File: src/verilog/rss_pkg.sv
// constants, state codes and carriers of the reset source sequencer
package rss_pkg;
   // register byte offsets
   localparam logic [7:0] SUPPLY_MONITOR_CTRL_OFS = 8'h00;
   localparam logic [7:0] RESET_CAUSE_REG_OFS     = 8'h04;
   localparam logic [7:0] POWER_UNIT_MODE_REG_OFS = 8'h08;
   localparam logic [7:0] SEQ_STATUS_OFS          = 8'h0C;
   // supply_monitor_ctrl fields
   localparam int MON_EN_BIT     = 7;
   localparam int MAIN_STAT_BIT  = 6;
   localparam int WARN_OK_BIT    = 5;
   localparam int WARN_IE_BIT    = 3;
   // reset_cause_reg fields
   localparam int POR_FLAG_BIT   = 1;
   localparam int SOFT_RST_BIT   = 4;
   localparam int FLASH_ERR_BIT  = 6;
   // power_unit_mode_reg fields
   localparam int BAT_DIS_BIT    = 5;
   // reset values
   localparam logic       MON_EN_RST     = 1'b1;
   localparam logic       MON_SEL_RST    = 1'b1;
   localparam logic       WARN_IE_RST    = 1'b1;
   localparam logic       BAT_DIS_RST    = 1'b0;
   localparam logic [7:0] PORT_LATCH_RST = 8'hFF;
   localparam logic [15:0] RESET_VECTOR  = 16'h0000;
   localparam logic [3:0] WDT_DIV        = 4'hC;
   // timing: power-on release delay, nominal figure
   localparam int CLK_MHZ          = 100;
   localparam int POR_DELAY_US     = 7000;
   localparam int POR_DELAY_CYC    = POR_DELAY_US * CLK_MHZ;
   localparam int POR_CNT_W        = 20;
   // sequencer states, one-hot
   typedef enum logic [4:0] {
      ST_POR_WAIT  = 5'b00001,
      ST_POR_DELAY = 5'b00010,
      ST_PF_HOLD   = 5'b00100,
      ST_SOFT      = 5'b01000,
      ST_RUN       = 5'b10000
   } rss_state_type;
   // comparator levels from the analog monitors
   typedef struct packed {
      logic battery_above_por;
      logic main_above_rst;
      logic main_above_warn;
   } rss_supply_type;
   // controls towards the core and its peripherals
   typedef struct packed {
      logic        core_reset;
      logic        periph_reset;
      logic        sp_reset;
      logic [15:0] fetch_addr;
      logic        clk_internal;
      logic        wdt_enable;
      logic [3:0]  wdt_div;
      logic [7:0]  port_latch;
      logic        port_open_drain;
      logic        weak_pullup;
   } rss_core_type;
endpackage

File: src/verilog/rss_reset_sequencer.sv
// reset source sequencer: power-on, power-fail, software and flash-error resets
//
// Chosen here: the APB slave port and the placing of the registers.
`timescale 1ns/1ns
module rss_reset_sequencer
   import rss_pkg::*;
#(
   parameter int POR_DELAY = POR_DELAY_CYC
) (
   // apb slave
   input  wire logic        pclk,
   input  wire logic        presetn,
   input  wire logic        psel,
   input  wire logic        penable,
   input  wire logic        pwrite,
   input  wire logic [7:0]  paddr,
   input  wire logic [31:0] pwdata,
   output logic [31:0]      prdata,
   output logic             pready,
   output logic             pslverr,
   // supply comparators and core events
   input  wire rss_supply_type supply,
   input  wire logic        sleep_mode,
   input  wire logic        flash_op_req,
   // reset pin, open drain
   output logic             rst_pin_o,
   output logic             rst_pin_oe,
   // core control and warning interrupt
   output rss_core_type     core,
   output logic             warn_irq
);

   rss_state_type         state_r, state_nxt;
   logic [POR_CNT_W-1:0]  cnt_r, cnt_nxt;
   logic                  mon_en_r, mon_sel_r, warn_ie_r, bat_dis_r;
   logic                  por_flag_r, soft_flag_r, flash_flag_r;
   logic [31:0]           prdata_r;

   // apb decode
   wire setup_rd  = psel & ~penable & ~pwrite;
   wire wr_acc    = psel & penable & pwrite & (state_r == ST_RUN);
   wire sel_ctrl  = (paddr == SUPPLY_MONITOR_CTRL_OFS);
   wire sel_cause = (paddr == RESET_CAUSE_REG_OFS);
   wire sel_pmu   = (paddr == POWER_UNIT_MODE_REG_OFS);
   wire sel_stat  = (paddr == SEQ_STATUS_OFS);
   wire mapped    = sel_ctrl | sel_cause | sel_pmu | sel_stat;
   wire wr_ctrl   = wr_acc & sel_ctrl;
   wire wr_cause  = wr_acc & sel_cause;
   wire wr_pmu    = wr_acc & sel_pmu;

   // reset triggers while running
   wire run       = (state_r == ST_RUN);
   wire pf_armed  = mon_en_r & mon_sel_r & ~sleep_mode;
   wire pf_trip   = pf_armed & ~supply.main_above_rst;
   wire soft_trip = wr_cause & pwdata[SOFT_RST_BIT];
   wire flash_trip = flash_op_req & ~mon_en_r;
   wire any_trip  = run & (pf_trip | soft_trip | flash_trip);
   wire delay_done = (cnt_r == POR_CNT_W'(POR_DELAY - 1));

   // sequencer next state
   always_comb begin
      state_nxt = state_r;
      cnt_nxt   = '0;
      case (state_r)
         ST_POR_WAIT: begin
            if (supply.battery_above_por) state_nxt = ST_POR_DELAY;
         end
         ST_POR_DELAY: begin
            cnt_nxt = cnt_r + POR_CNT_W'(1);
            if (!supply.battery_above_por) state_nxt = ST_POR_WAIT;
            else if (delay_done) state_nxt = ST_RUN;
         end
         ST_PF_HOLD: begin
            if (supply.main_above_rst) state_nxt = ST_RUN;
         end
         ST_SOFT: state_nxt = ST_RUN;
         ST_RUN: begin
            if (any_trip && bat_dis_r) state_nxt = ST_POR_WAIT;
            else if (run && pf_trip) state_nxt = ST_PF_HOLD;
            else if (any_trip) state_nxt = ST_SOFT;
         end
         default: state_nxt = ST_POR_WAIT;
      endcase
   end

   always_ff @(posedge pclk or negedge presetn) begin
      if (!presetn) begin
         state_r <= ST_POR_WAIT;
         cnt_r   <= '0;
      end else begin
         state_r <= state_nxt;
         cnt_r   <= cnt_nxt;
      end
   end

   // entering a full power-on, a power-fail or a soft reset
   wire enter_full = run & (state_nxt == ST_POR_WAIT);
   wire enter_pf   = run & (state_nxt == ST_PF_HOLD);
   wire enter_soft = run & (state_nxt == ST_SOFT);

   // monitor enable and selection: only power-on and power-fail restore them
   always_ff @(posedge pclk or negedge presetn) begin
      if (!presetn) begin
         mon_en_r  <= MON_EN_RST;
         mon_sel_r <= MON_SEL_RST;
      end else if (enter_full || enter_pf) begin
         mon_en_r  <= MON_EN_RST;
         mon_sel_r <= MON_SEL_RST;
      end else begin
         if (wr_ctrl) mon_en_r <= pwdata[MON_EN_BIT];
         if (wr_cause) mon_sel_r <= pwdata[POR_FLAG_BIT];
      end
   end

   // ordinary registers reload on every reset entry
   always_ff @(posedge pclk or negedge presetn) begin
      if (!presetn) begin
         warn_ie_r <= WARN_IE_RST;
         bat_dis_r <= BAT_DIS_RST;
      end else if (any_trip) begin
         warn_ie_r <= WARN_IE_RST;
         bat_dis_r <= BAT_DIS_RST;
      end else begin
         if (wr_ctrl) warn_ie_r <= pwdata[WARN_IE_BIT];
         if (wr_pmu) bat_dis_r <= pwdata[BAT_DIS_BIT];
      end
   end

   // reset cause flags
   always_ff @(posedge pclk or negedge presetn) begin
      if (!presetn) begin
         por_flag_r   <= 1'b1;
         soft_flag_r  <= 1'b0;
         flash_flag_r <= 1'b0;
      end else if (enter_full || enter_pf) begin
         por_flag_r   <= 1'b1;
      end else if (enter_soft) begin
         por_flag_r   <= 1'b0;
         soft_flag_r  <= soft_trip & ~flash_trip;
         flash_flag_r <= flash_trip;
      end
   end

   // read data, captured in the setup phase
   wire [31:0] rd_ctrl  = {24'h000000, mon_en_r, supply.main_above_rst,
                           supply.main_above_warn, 1'b0, warn_ie_r, 3'h0};
   wire [31:0] rd_cause = {25'h0000000, flash_flag_r, 1'b0, soft_flag_r,
                           2'h0, por_flag_r, 1'b0};
   wire [31:0] rd_pmu   = {26'h0000000, bat_dis_r, 5'h00};
   wire [31:0] rd_stat  = {27'h0000000, state_r};
   wire [31:0] rd_mux   = sel_ctrl  ? rd_ctrl  :
                          sel_cause ? rd_cause :
                          sel_pmu   ? rd_pmu   :
                          sel_stat  ? rd_stat  : 32'h00000000;

   always_ff @(posedge pclk or negedge presetn) begin
      if (!presetn) prdata_r <= 32'h00000000;
      else if (setup_rd) prdata_r <= rd_mux;
   end

   assign prdata  = prdata_r;
   assign pready  = 1'b1;
   assign pslverr = psel & penable & ~mapped;

   // reset pin pulled low only by power-on and power-fail resets
   wire pin_low = (state_r == ST_POR_WAIT) | (state_r == ST_POR_DELAY) |
                  (state_r == ST_PF_HOLD);
   assign rst_pin_o  = 1'b0;
   assign rst_pin_oe = pin_low;

   // core controls; RAM has no reset path here, only the stack pointer
   assign core.core_reset      = ~run;
   assign core.periph_reset    = ~run;
   assign core.sp_reset        = ~run;
   assign core.fetch_addr      = RESET_VECTOR;
   assign core.clk_internal    = ~run;
   assign core.wdt_enable      = ~run;
   assign core.wdt_div         = WDT_DIV;
   assign core.port_latch      = PORT_LATCH_RST;
   assign core.port_open_drain = ~run;
   assign core.weak_pullup     = 1'b1;
   assign warn_irq = warn_ie_r & ~supply.main_above_warn & run;
endmodule

File: config.mk
export PLATFORM = sky130hd
export DESIGN_NAME = rss_reset_sequencer
export DESIGN_NICKNAME = d
export VERILOG_FILES = /design/src/verilog/rss_pkg.sv /design/src/verilog/rss_reset_sequencer.sv
export SDC_FILE = /design/constraint.sdc
export NUM_CORES = 1
export LEC_CHECK = 0
export ABC_AREA = 1
export BUFFER_PORTS_ARGS = -buffer_cell sky130_fd_sc_hd__buf_4
export CORE_MARGIN = 2
export CORE_UTILIZATION = 40
export DETAILED_ROUTE_END_ITERATION = 8
export GPL_ROUTABILITY_DRIVEN = 0
export HOLD_SLACK_MARGIN = 0.03
export PLACE_DENSITY = 0.72
export SLEW_MARGIN = 15
export SYNTH_ARGS = -nofsm -noshare
export SYNTH_HDL_FRONTEND = slang
export SYNTH_SLANG_ARGS = --single-unit
File: constraint.sdc
create_clock -name pclk -period 1.5 [get_ports pclk]
set_clock_uncertainty 0.15 [all_clocks]
set_input_delay 0.3 -clock pclk [delete_from_list [all_inputs] [get_ports pclk]]
set_output_delay 0.3 -clock pclk [all_outputs]
set_load 0.1 [all_outputs]
### Word level (Yosys, flattened, before mapping)

Cells that the tools add are included.

* bits of input ports: 50
* flip-flop bits (word level): 64
* output and inout port bits: 72

* reduce and logical (&&, ||, !) cells: 10
* bitwise operators: 38
* add/subtract/negate cells: 1
* eq/ne operators: 12
* mux-type cells: 23

Operator list (count)
* $mux 5: 8
* $pmux 5 s5: 1
* $and 1x1->1: 21
* $add 20x1->20 const B: 1
* $eq 20x20->1 const B: 1
* $mux 20: 1
* $eq 8x4->1 const B: 2
* $eq 5x1->1 const B: 2
* $eq 5x3->1 const B: 2
* $eq 5x4->1 const B: 2
* $mux 1: 10
* $not 1->1: 10
* $reduce_bool 2->1: 5
* $eq 8x3->1 const B: 1
* $logic_not 8->1: 1
* $mux 8: 1
* $mux 7: 1
* $or 1x1->1: 7
* $mux 6: 1
* $eq 5x2->1 const B: 1
* $eq 5x5->1 const B: 1
* $logic_and 1x1->1: 2
* $reduce_and 2->1: 1
* $logic_or 1x1->1: 1

### Logic depth before layout (Yosys ltp)

Gate-level depths: netlist (run 1).

* depth after elaboration: 17
* mapped depth: 11
* gate-level depth less buffers: 11

### Worst setup path before layout (run 1)

Ideal clock, no wire load.

* kind: input port to output port
* start: input paddr[7]
* end: output pslverr
* required time: 1050 ps
* setup slack: -2489 ps
* path buffers: 0
* stages: 4
* data arrival time: 3539 ps
* cells stage by stage: nor2_1 nand2_1 nor3_1 nor4_1

* longest elaborated chain between the ends: 6
* elaborated cells between the ends (all ways): 9
* classes of those cells: eq/ne: 3; bitwise: 5; reduce/logical: 1

Ends and longest elaborated chain
* from (decl): RTL line rss_reset_sequencer.sv:16 `input wire logic [7:0] paddr,`
* $eq 8x3->1 / $logic_not 8->1 (equally long branches): RTL line rss_reset_sequencer.sv:43, rss_reset_sequencer.sv:42
* $or 1x1->1 (2 in a row): RTL line rss_reset_sequencer.sv:46 `wire mapped = sel_ctrl | sel_cause | sel_pmu | sel_stat;`
* $or 1x1->1 (*): RTL line rss_reset_sequencer.sv:46
* $not 1->1 (*): RTL line rss_reset_sequencer.sv:163 `assign pslverr = psel & penable & ~mapped;`
* $and 1x1->1 (*): RTL line rss_reset_sequencer.sv:163
* to (decl): RTL line rss_reset_sequencer.sv:20 `output logic pslverr,`

Every way passes the cells marked *; elsewhere a longest branch is shown, timed or not.

### Worst setup path in the final report (run 1)

* start: register state_r[0]
* end: output rst_pin_oe

* longest elaborated chain between the ends: 3
* elaborated cells between the ends (all ways): 5
* classes of those cells: eq/ne: 3; bitwise: 2

Ends and longest elaborated chain
* from (decl): RTL line rss_reset_sequencer.sv:33 `rss_state_type state_r, state_nxt;`
* from (signal assigned): RTL line rss_reset_sequencer.sv:91 `state_r <= state_nxt;`
* $eq 5x1->1 / $eq 5x2->1 (equally long branches): RTL line rss_reset_sequencer.sv:166 `wire pin_low = (state_r == ST_POR_WAIT) | (state_r == ST_POR_DELAY) |`
* $or 1x1->1: RTL line rss_reset_sequencer.sv:166
* $or 1x1->1 (*): RTL line rss_reset_sequencer.sv:166
* to (decl): RTL line rss_reset_sequencer.sv:27 `output logic rst_pin_oe,`

Marks and branches as above.

==> flow_metrics.env, run 1 <==
export IMPL_path_class="flop to output pin"
export IMPL_max_clock_freq_mhz=530
export IMPL_timing_reg2reg_worst_path_depth=11
export IMPL_first_pass_grt_wire_length_um=9610
export IMPL_final_max_slew_violation_count=0
export IMPL_cts_inserted_buffers=5
export IMPL_netlist_cell_type_count=35
export IMPL_ys_seq_elements=40
export IMPL_hold_path_class="input port to flop"
export IMPL_layout_nets=497
export IMPL_status="complete, but fails checks"
export IMPL_drt_pass1_iter_count=4
export IMPL_number_of_global_route_vias_before_repair=2121
export IMPL_core_sq_um=6460
export IMPL_maxSlewHeadroom_pct=65.7
export IMPL_layout_setup_ws_ns=-0.385
export IMPL_cts_root_buffer="clkbuf_8"
export IMPL_yosysWarnings=0
export IMPL_r2r_setup_slack_ns=-0.27
export IMPL_vias_per_cell=4.71
export IMPL_period_needed_ns=1.89
export IMPL_clock_insertion_delay_worst_skew_ns=0.29
export IMPL_timing_hold_violations_final=0
export IMPL_violations="setup timing"
export IMPL_sort_of_element_at_the_end_of_the_critical_path="output pin"
export IMPL_worstHoldPathCells=3
export IMPL_tightestPinTransition_ns=0.515
export IMPL_route_antenna_remaining_nets=0
export IMPL_cts_tree="done"
export IMPL_clock_tree_htree_level_count=2
export IMPL_synth_cell_area_sq_um=2700
export IMPL_syn2layout_area_growth_pct=45.8
export IMPL_chipHeight_um=86.2
export IMPL_initialDrtViolationCount=112
export IMPL_worst_endpoint_required_ns=1.05
export IMPL_floorplan_initialDensity_pct=41.8
export IMPL_power_ir_vdd_worst_mv=1.24
export IMPL_cts_num_sinks=40
export IMPL_power_static_leakage_nw=1.86
export IMPL_clk_path_buf_depth=2
export IMPL_fin_setup_tns_ns=-8.58
export IMPL_grt_overflow_total=0
export IMPL_library_cell_occupying_the_most_area_in_the_post_synthesis_netlist="dfrtp_1"
export IMPL_reported_max_cap_violation_count=0
export IMPL_p_per_cell_area_nw_per_um2=954
export IMPL_clkTransAtPathRegs_ns=0.08
export IMPL_capture_point_of_the_worst_reg_to_reg_path="soft_flag_r"
export IMPL_grtUsageTotal_pct=16.3
export IMPL_io_pins=122
export IMPL_drt_drc_violations_left=0
export IMPL_hold_startpoint="pwdata[3]"
export IMPL_crit_reg2reg_launch="state_r[1]"
export IMPL_grt_max_degree=41
export IMPL_rsz_0062_raised_after_global_routing="true"
export IMPL_insertedDiodeCount=0
export IMPL_die_area_sq_um=7430
export IMPL_routed_via_count=2470
export IMPL_timing_critical_path_from_type="flop"
export IMPL_synth_seq_area_share_pct=37.3
export IMPL_finalSetupViolCount=44
export IMPL_synthDominantCellAreaShare_pct=32.4
export IMPL_synthTopCellsByArea="dfrtp_1, buf_4, nand2_1, nor2_1, dfstp_2"
export IMPL_dpl_hpwl_um=4580
export IMPL_wirelength_um=6940
export IMPL_post_route_cells_drive_above_1_share_pct=45.4
export IMPL_floorplan_rows=29
export IMPL_layout_cell_area_non_filler_sq_um=3940
export IMPL_grt_antenna_before_repair=0
export IMPL_worstPathArrival_ns=1.44
export IMPL_post_place_instance_area_sq_um=3250
export IMPL_port_buffers=39
export IMPL_tcrit_tclk_final_pct=126
export IMPL_path_max_fanout=3
export IMPL_postSynthCellCount=346
export IMPL_syn_avg_cell_area_sq_um=7.81
export IMPL_die_width_um=86.2
export IMPL_routedWlPerCell_um=13.3
export IMPL_min_delay_endpoint="warn_ie_r"
==> timing repair <==
action,CTS,global route
hold endpoints to repair,35,0
hold buffers,1,0
endpoints found under the setup margin,35,40
pin swaps,10,21
cloned,0,1
buffers inserted,6,10
resized for setup,39,85
==> how the worst max path moves through the flow <==
stage	depth (start not counted)	slack [ns]	startpoint	endpoint
global placement	7	-0.24	paddr[1]	pslverr
floorplan	3	-0.81	state_r[2]	warn_irq
global route	3	-0.45	state_r[0]	rst_pin_oe
finish	3	-0.39	state_r[0]	rst_pin_oe
CTS	4	-0.36	state_r[1]	rst_pin_oe
detailed placement	12	-0.29	paddr[7]	flash_flag_r
==> worst max-delay path: stages, from the launching register on <==
cell and delay (ns):
dfstp_2 0.57, nand4_1 0.22, nand3_4 0.17, buf_12 0.18
==> cell families after synthesis <==
group	Yosys count	synth area share (%)
and+or+nand+nor	157	30.4
buffers and inverters	104	22.9
AOI/OAI and AO/OA	40	8.06
DFF	40	37.3
xor gates and xnor gates	2	0.648
other	2	0.278
adders and majority gates	1	0.463
==> flip-flops by register name, summed over array words and instances (netlist names) <==
register / count
por_flag_r: 1
cnt_r: 20
bat_dis_r: 1
mon_en_r: 1
mon_sel_r: 1
state_r: 5
warn_ie_r: 1
soft_flag_r: 1
flash_flag_r: 1
prdata: 8
==> stage by stage <==
step	hold slack, ns	worst slack, ns	util (%)	power (W)	std cells
finish	0.0831	-0.385	61.0	0.00376	524
global route	0.100	-0.454	61.0	0.00390	524
CTS	0.0697	-0.356	54.9	0.00347	514
detailed placement	0.159	-0.293	50.3	0.00262	500
global placement	0.155	-0.244	50.3	0.00261	500
floorplan	-0.146	-0.806	-	0.00242	399
==> layout by cell type (no fill, tap or decap), types with 10 or more instances in the layout <==
cell type and n:
buf_4 79, conb_1 55, nand2_1 45, dfrtp_1 34
inv_1 33, nor2_1 25, a21oi_1 15, nand4_1 13
nor2_2 13, buf_12 11, buf_6 10
==> layout make-up <==
type,instances,area [sq um]
clock buffers,7,86.3
clock inverters,1,7.51
fillers,517,2520
inverters,41,164
multi-input cells,255,1600
flip-flops and latches,40,1010
well taps,77,96.3
repair buffers,103,976
==> per-layer routing <==
layer  vias to the layer above  routed length [um]  track usage [%]
li1                       1199                   -                -
met1                      1164                2850             23.0
met2                        92                3530             24.9
met3                        15                 363             2.19
met4                         0                 205             7.53
met5                         -                   0                0
==> cells in the mapped netlist <==
master,instances
nand2_1,60
buf_4,60
nand2_4,3
o211ai_1,1
o21ai_2,2
and3_1,2
or2_2,1
nor3_2,1
nor2_4,3
a21oi_1,20
nor3_1,11
nand3_4,3
nand4_1,13
dfrtp_1,35
ha_1,1
nand3_2,2
o21ai_0,9
nor4_2,2
inv_1,35
xor2_1,2
clkbuf_1,1
nand3_1,9
o21ai_1,5
conb_1,2
o21a_1,1
nor2_2,2
o31ai_1,2
nor4_1,1
nor2_1,41
dfstp_2,5
nor2_8,1
nor4_4,1
buf_2,2
inv_2,6
nor3b_1,1
==> power by group <==
part	internal (W)	total [W]	switching, W
Sequential	0.00114	0.00119	0.0000486
Combinational	0.000534	0.00182	0.00129
Clock	0.000374	0.000749	0.000375
Total	0.00205	0.00376	0.00171
Note: power is estimated with default switching activity, not from simulation.
==> inputs of run 2 (changes only) <==
Settings changed: PLACE_DENSITY 0.72 to 0.7.
Clock period 1.5 ns to 1.95 ns, I/O delays scaled along.
==> flow_metrics.env, run 2 (synthesis results as in run 1) <==
export IMPL_fin_hold_ws_ns=0.155
export IMPL_clock_insertion_delay_worst_skew_ns=0.29
export IMPL_cts_num_sinks=40
export IMPL_area_of_the_multi_input_gates_sq_um=1350
export IMPL_initialDrtViolationCount=88
export IMPL_worst_endpoint_required_ns=1.41
export IMPL_total_power_w=0.00258
export IMPL_power_static_leakage_nw=1.53
export IMPL_layout_common_cells="nand2_1, conb_1, buf_4"
export IMPL_drt_drc_violations_left=0
export IMPL_worst_path_max_delay_cell="dfrtp_1"
export IMPL_hold_path_class="input port to flop"
export IMPL_max_clock_freq_mhz=509
export IMPL_routed_via_count=2246
export IMPL_cp_cell_sequence="nor2_4 -> nand3_4 -> nor3_4 -> buf_12"
export IMPL_violations="setup timing"
export IMPL_die_width_um=86.2
export IMPL_grt_antenna_before_repair=0
export IMPL_cts_inserted_buffers=5
export IMPL_floorplan_initialDensity_pct=41.8
export IMPL_tcrit_tclk_final_pct=101
export IMPL_grt_overflow_total=0
export IMPL_port_buffers=39
export IMPL_path_max_fanout=5
export IMPL_cts_tree="done"
export IMPL_num_fill_cells=641
export IMPL_number_of_global_route_vias_before_repair=2090
export IMPL_sort_of_element_at_the_end_of_the_critical_path="output pin"
export IMPL_clk_path_buf_depth=2
export IMPL_route_antenna_remaining_nets=0
export IMPL_finalSetupViolCount=4
export IMPL_final_cell_count_no_fill=484
export IMPL_syn2layout_area_growth_pct=19.3
export IMPL_first_pass_grt_wire_length_um=9320
export IMPL_p_per_cell_area_nw_per_um2=801
export IMPL_max_flop_register="cnt_r"
export IMPL_power_ir_vdd_worst_mv=0.334
export IMPL_worst_path_largest_cell_delay_ns=0.42
export IMPL_timing_hold_violations_final=0
export IMPL_final_seq_area_sq_um=1010
export IMPL_rsz_0062_raised_after_global_routing="true"
export IMPL_wirelength_um=5750
export IMPL_path_class="flop to output pin"
export IMPL_post_route_cells_drive_above_1_share_pct=27.5
export IMPL_clkTransAtPathRegs_ns=0.08
export IMPL_vias_per_cell=4.64
export IMPL_layout_nets=457
export IMPL_worstPathArrival_ns=1.43
export IMPL_io_pins=122
export IMPL_die_area_sq_um=7430
export IMPL_largest_register_ffs=20
export IMPL_grt_max_degree=41
export IMPL_core_sq_um=6460
export IMPL_drt_pass1_iter_count=4
export IMPL_timing_critical_path_from_type="flop"
export IMPL_routedWlPerCell_um=11.9
export IMPL_status="complete, but fails checks"
export IMPL_insertedDiodeCount=0
export IMPL_period_needed_ns=1.97
export IMPL_grtUsageTotal_pct=15.8
export IMPL_layout_cells_most_common="nand2_1"
export IMPL_post_place_cells=463
export IMPL_finalCoreUtilization_pct=49.9
export IMPL_clock_tree_htree_level_count=2
export IMPL_layout_setup_ws_ns=-0.0164
export IMPL_dpl_hpwl_um=4260
export IMPL_chipHeight_um=86.2
export IMPL_cts_root_buffer="clkbuf_8"
export IMPL_final_max_slew_violation_count=0
export IMPL_reported_max_cap_violation_count=0
export IMPL_floorplan_rows=29
==> run 2: cell count changes in the layout (fill, tap and decap cells not counted), moves of 7 or more <==
cell | previous run | this run
buf_4 | 79 | 52
nor2_1 | 25 | 40
nand2_1 | 45 | 58
nor2_2 | 13 | 3
buf_12 | 11 | 2
o21ai_0 | 1 | 9
nand2_2 | 9 | 2
nor3_1 | 2 | 9
==> run 2: repair_timing <==
item	CTS	global route
endpoints found under the setup margin	9	20
hold buffers	1	0
hold endpoints to repair	35	0
resized for setup	9	13
setup buffers	7	4
gates cloned	1	0
pin swaps	7	4
==> run 2: layout make-up <==
cell class	count	share of cell area, %
Multi-Input combinational cell	256	41.8
Clock buffer	8	2.80
Sequential cell	40	31.3
Timing Repair Buffer	62	16.1
Inverter	41	5.01
Tap cell	77	2.99
==> run 2: layer usage <==
layer	part of all wire (%)	vias to the layer above	track usage (%)
met5	0	-	0
met4	1.5	0	5.54
met3	4.4	9	3.05
met2	53	68	27.3
met1	42	1053	19.8
li1	-	1116	-
==> run 2: worst paths after layout <==
path	from	end	slack (ns)	depth (start not counted)
setup reg to reg	state_r[0]	soft_flag_r	0.04	10
hold / removal	supply[1]	state_r[2]	0.15	2
hold reg to reg	flash_flag_r	flash_flag_r	0.33	2
setup / recovery	state_r[2]	warn_irq	-0.02	4
max in group asynchronous	presetn	state_r[3]	0.82	2
min in group asynchronous	presetn	state_r[2]	0.46	2
==> run 2: critical path: cells and delay by family, from the launching register on <==
| family | cells | cell delay (ns) |
|---|---|---|
| buffers and inverters | 1 | 0.20 |
| and+or+nand+nor | 3 | 0.52 |
| DFF | 1 | 0.42 |
==> run 2: through the flow <==
step	area (sq um)	setup TNS, ns	worst slack [ns]
6_report	3220	-0.0394	-0.0164
5_1_grt	3220	-0.535	-0.0987
4_1_cts	3140	-0.0573	-0.0188
3_5_place_dp	2950	-0.00309	-0.00309
3_3_place_gp	2950	0	0.0229
2_1_floorplan	2940	-0.854	-0.446
==> run 2: where the power goes <==
group	switching (W)	internal [W]	leakage [nW]
Combinational	0.000874	0.000221	0.957
Clock	0.000286	0.000289	0.0455
Sequential	0.0000371	0.000875	0.529
Total	0.00120	0.00139	1.53
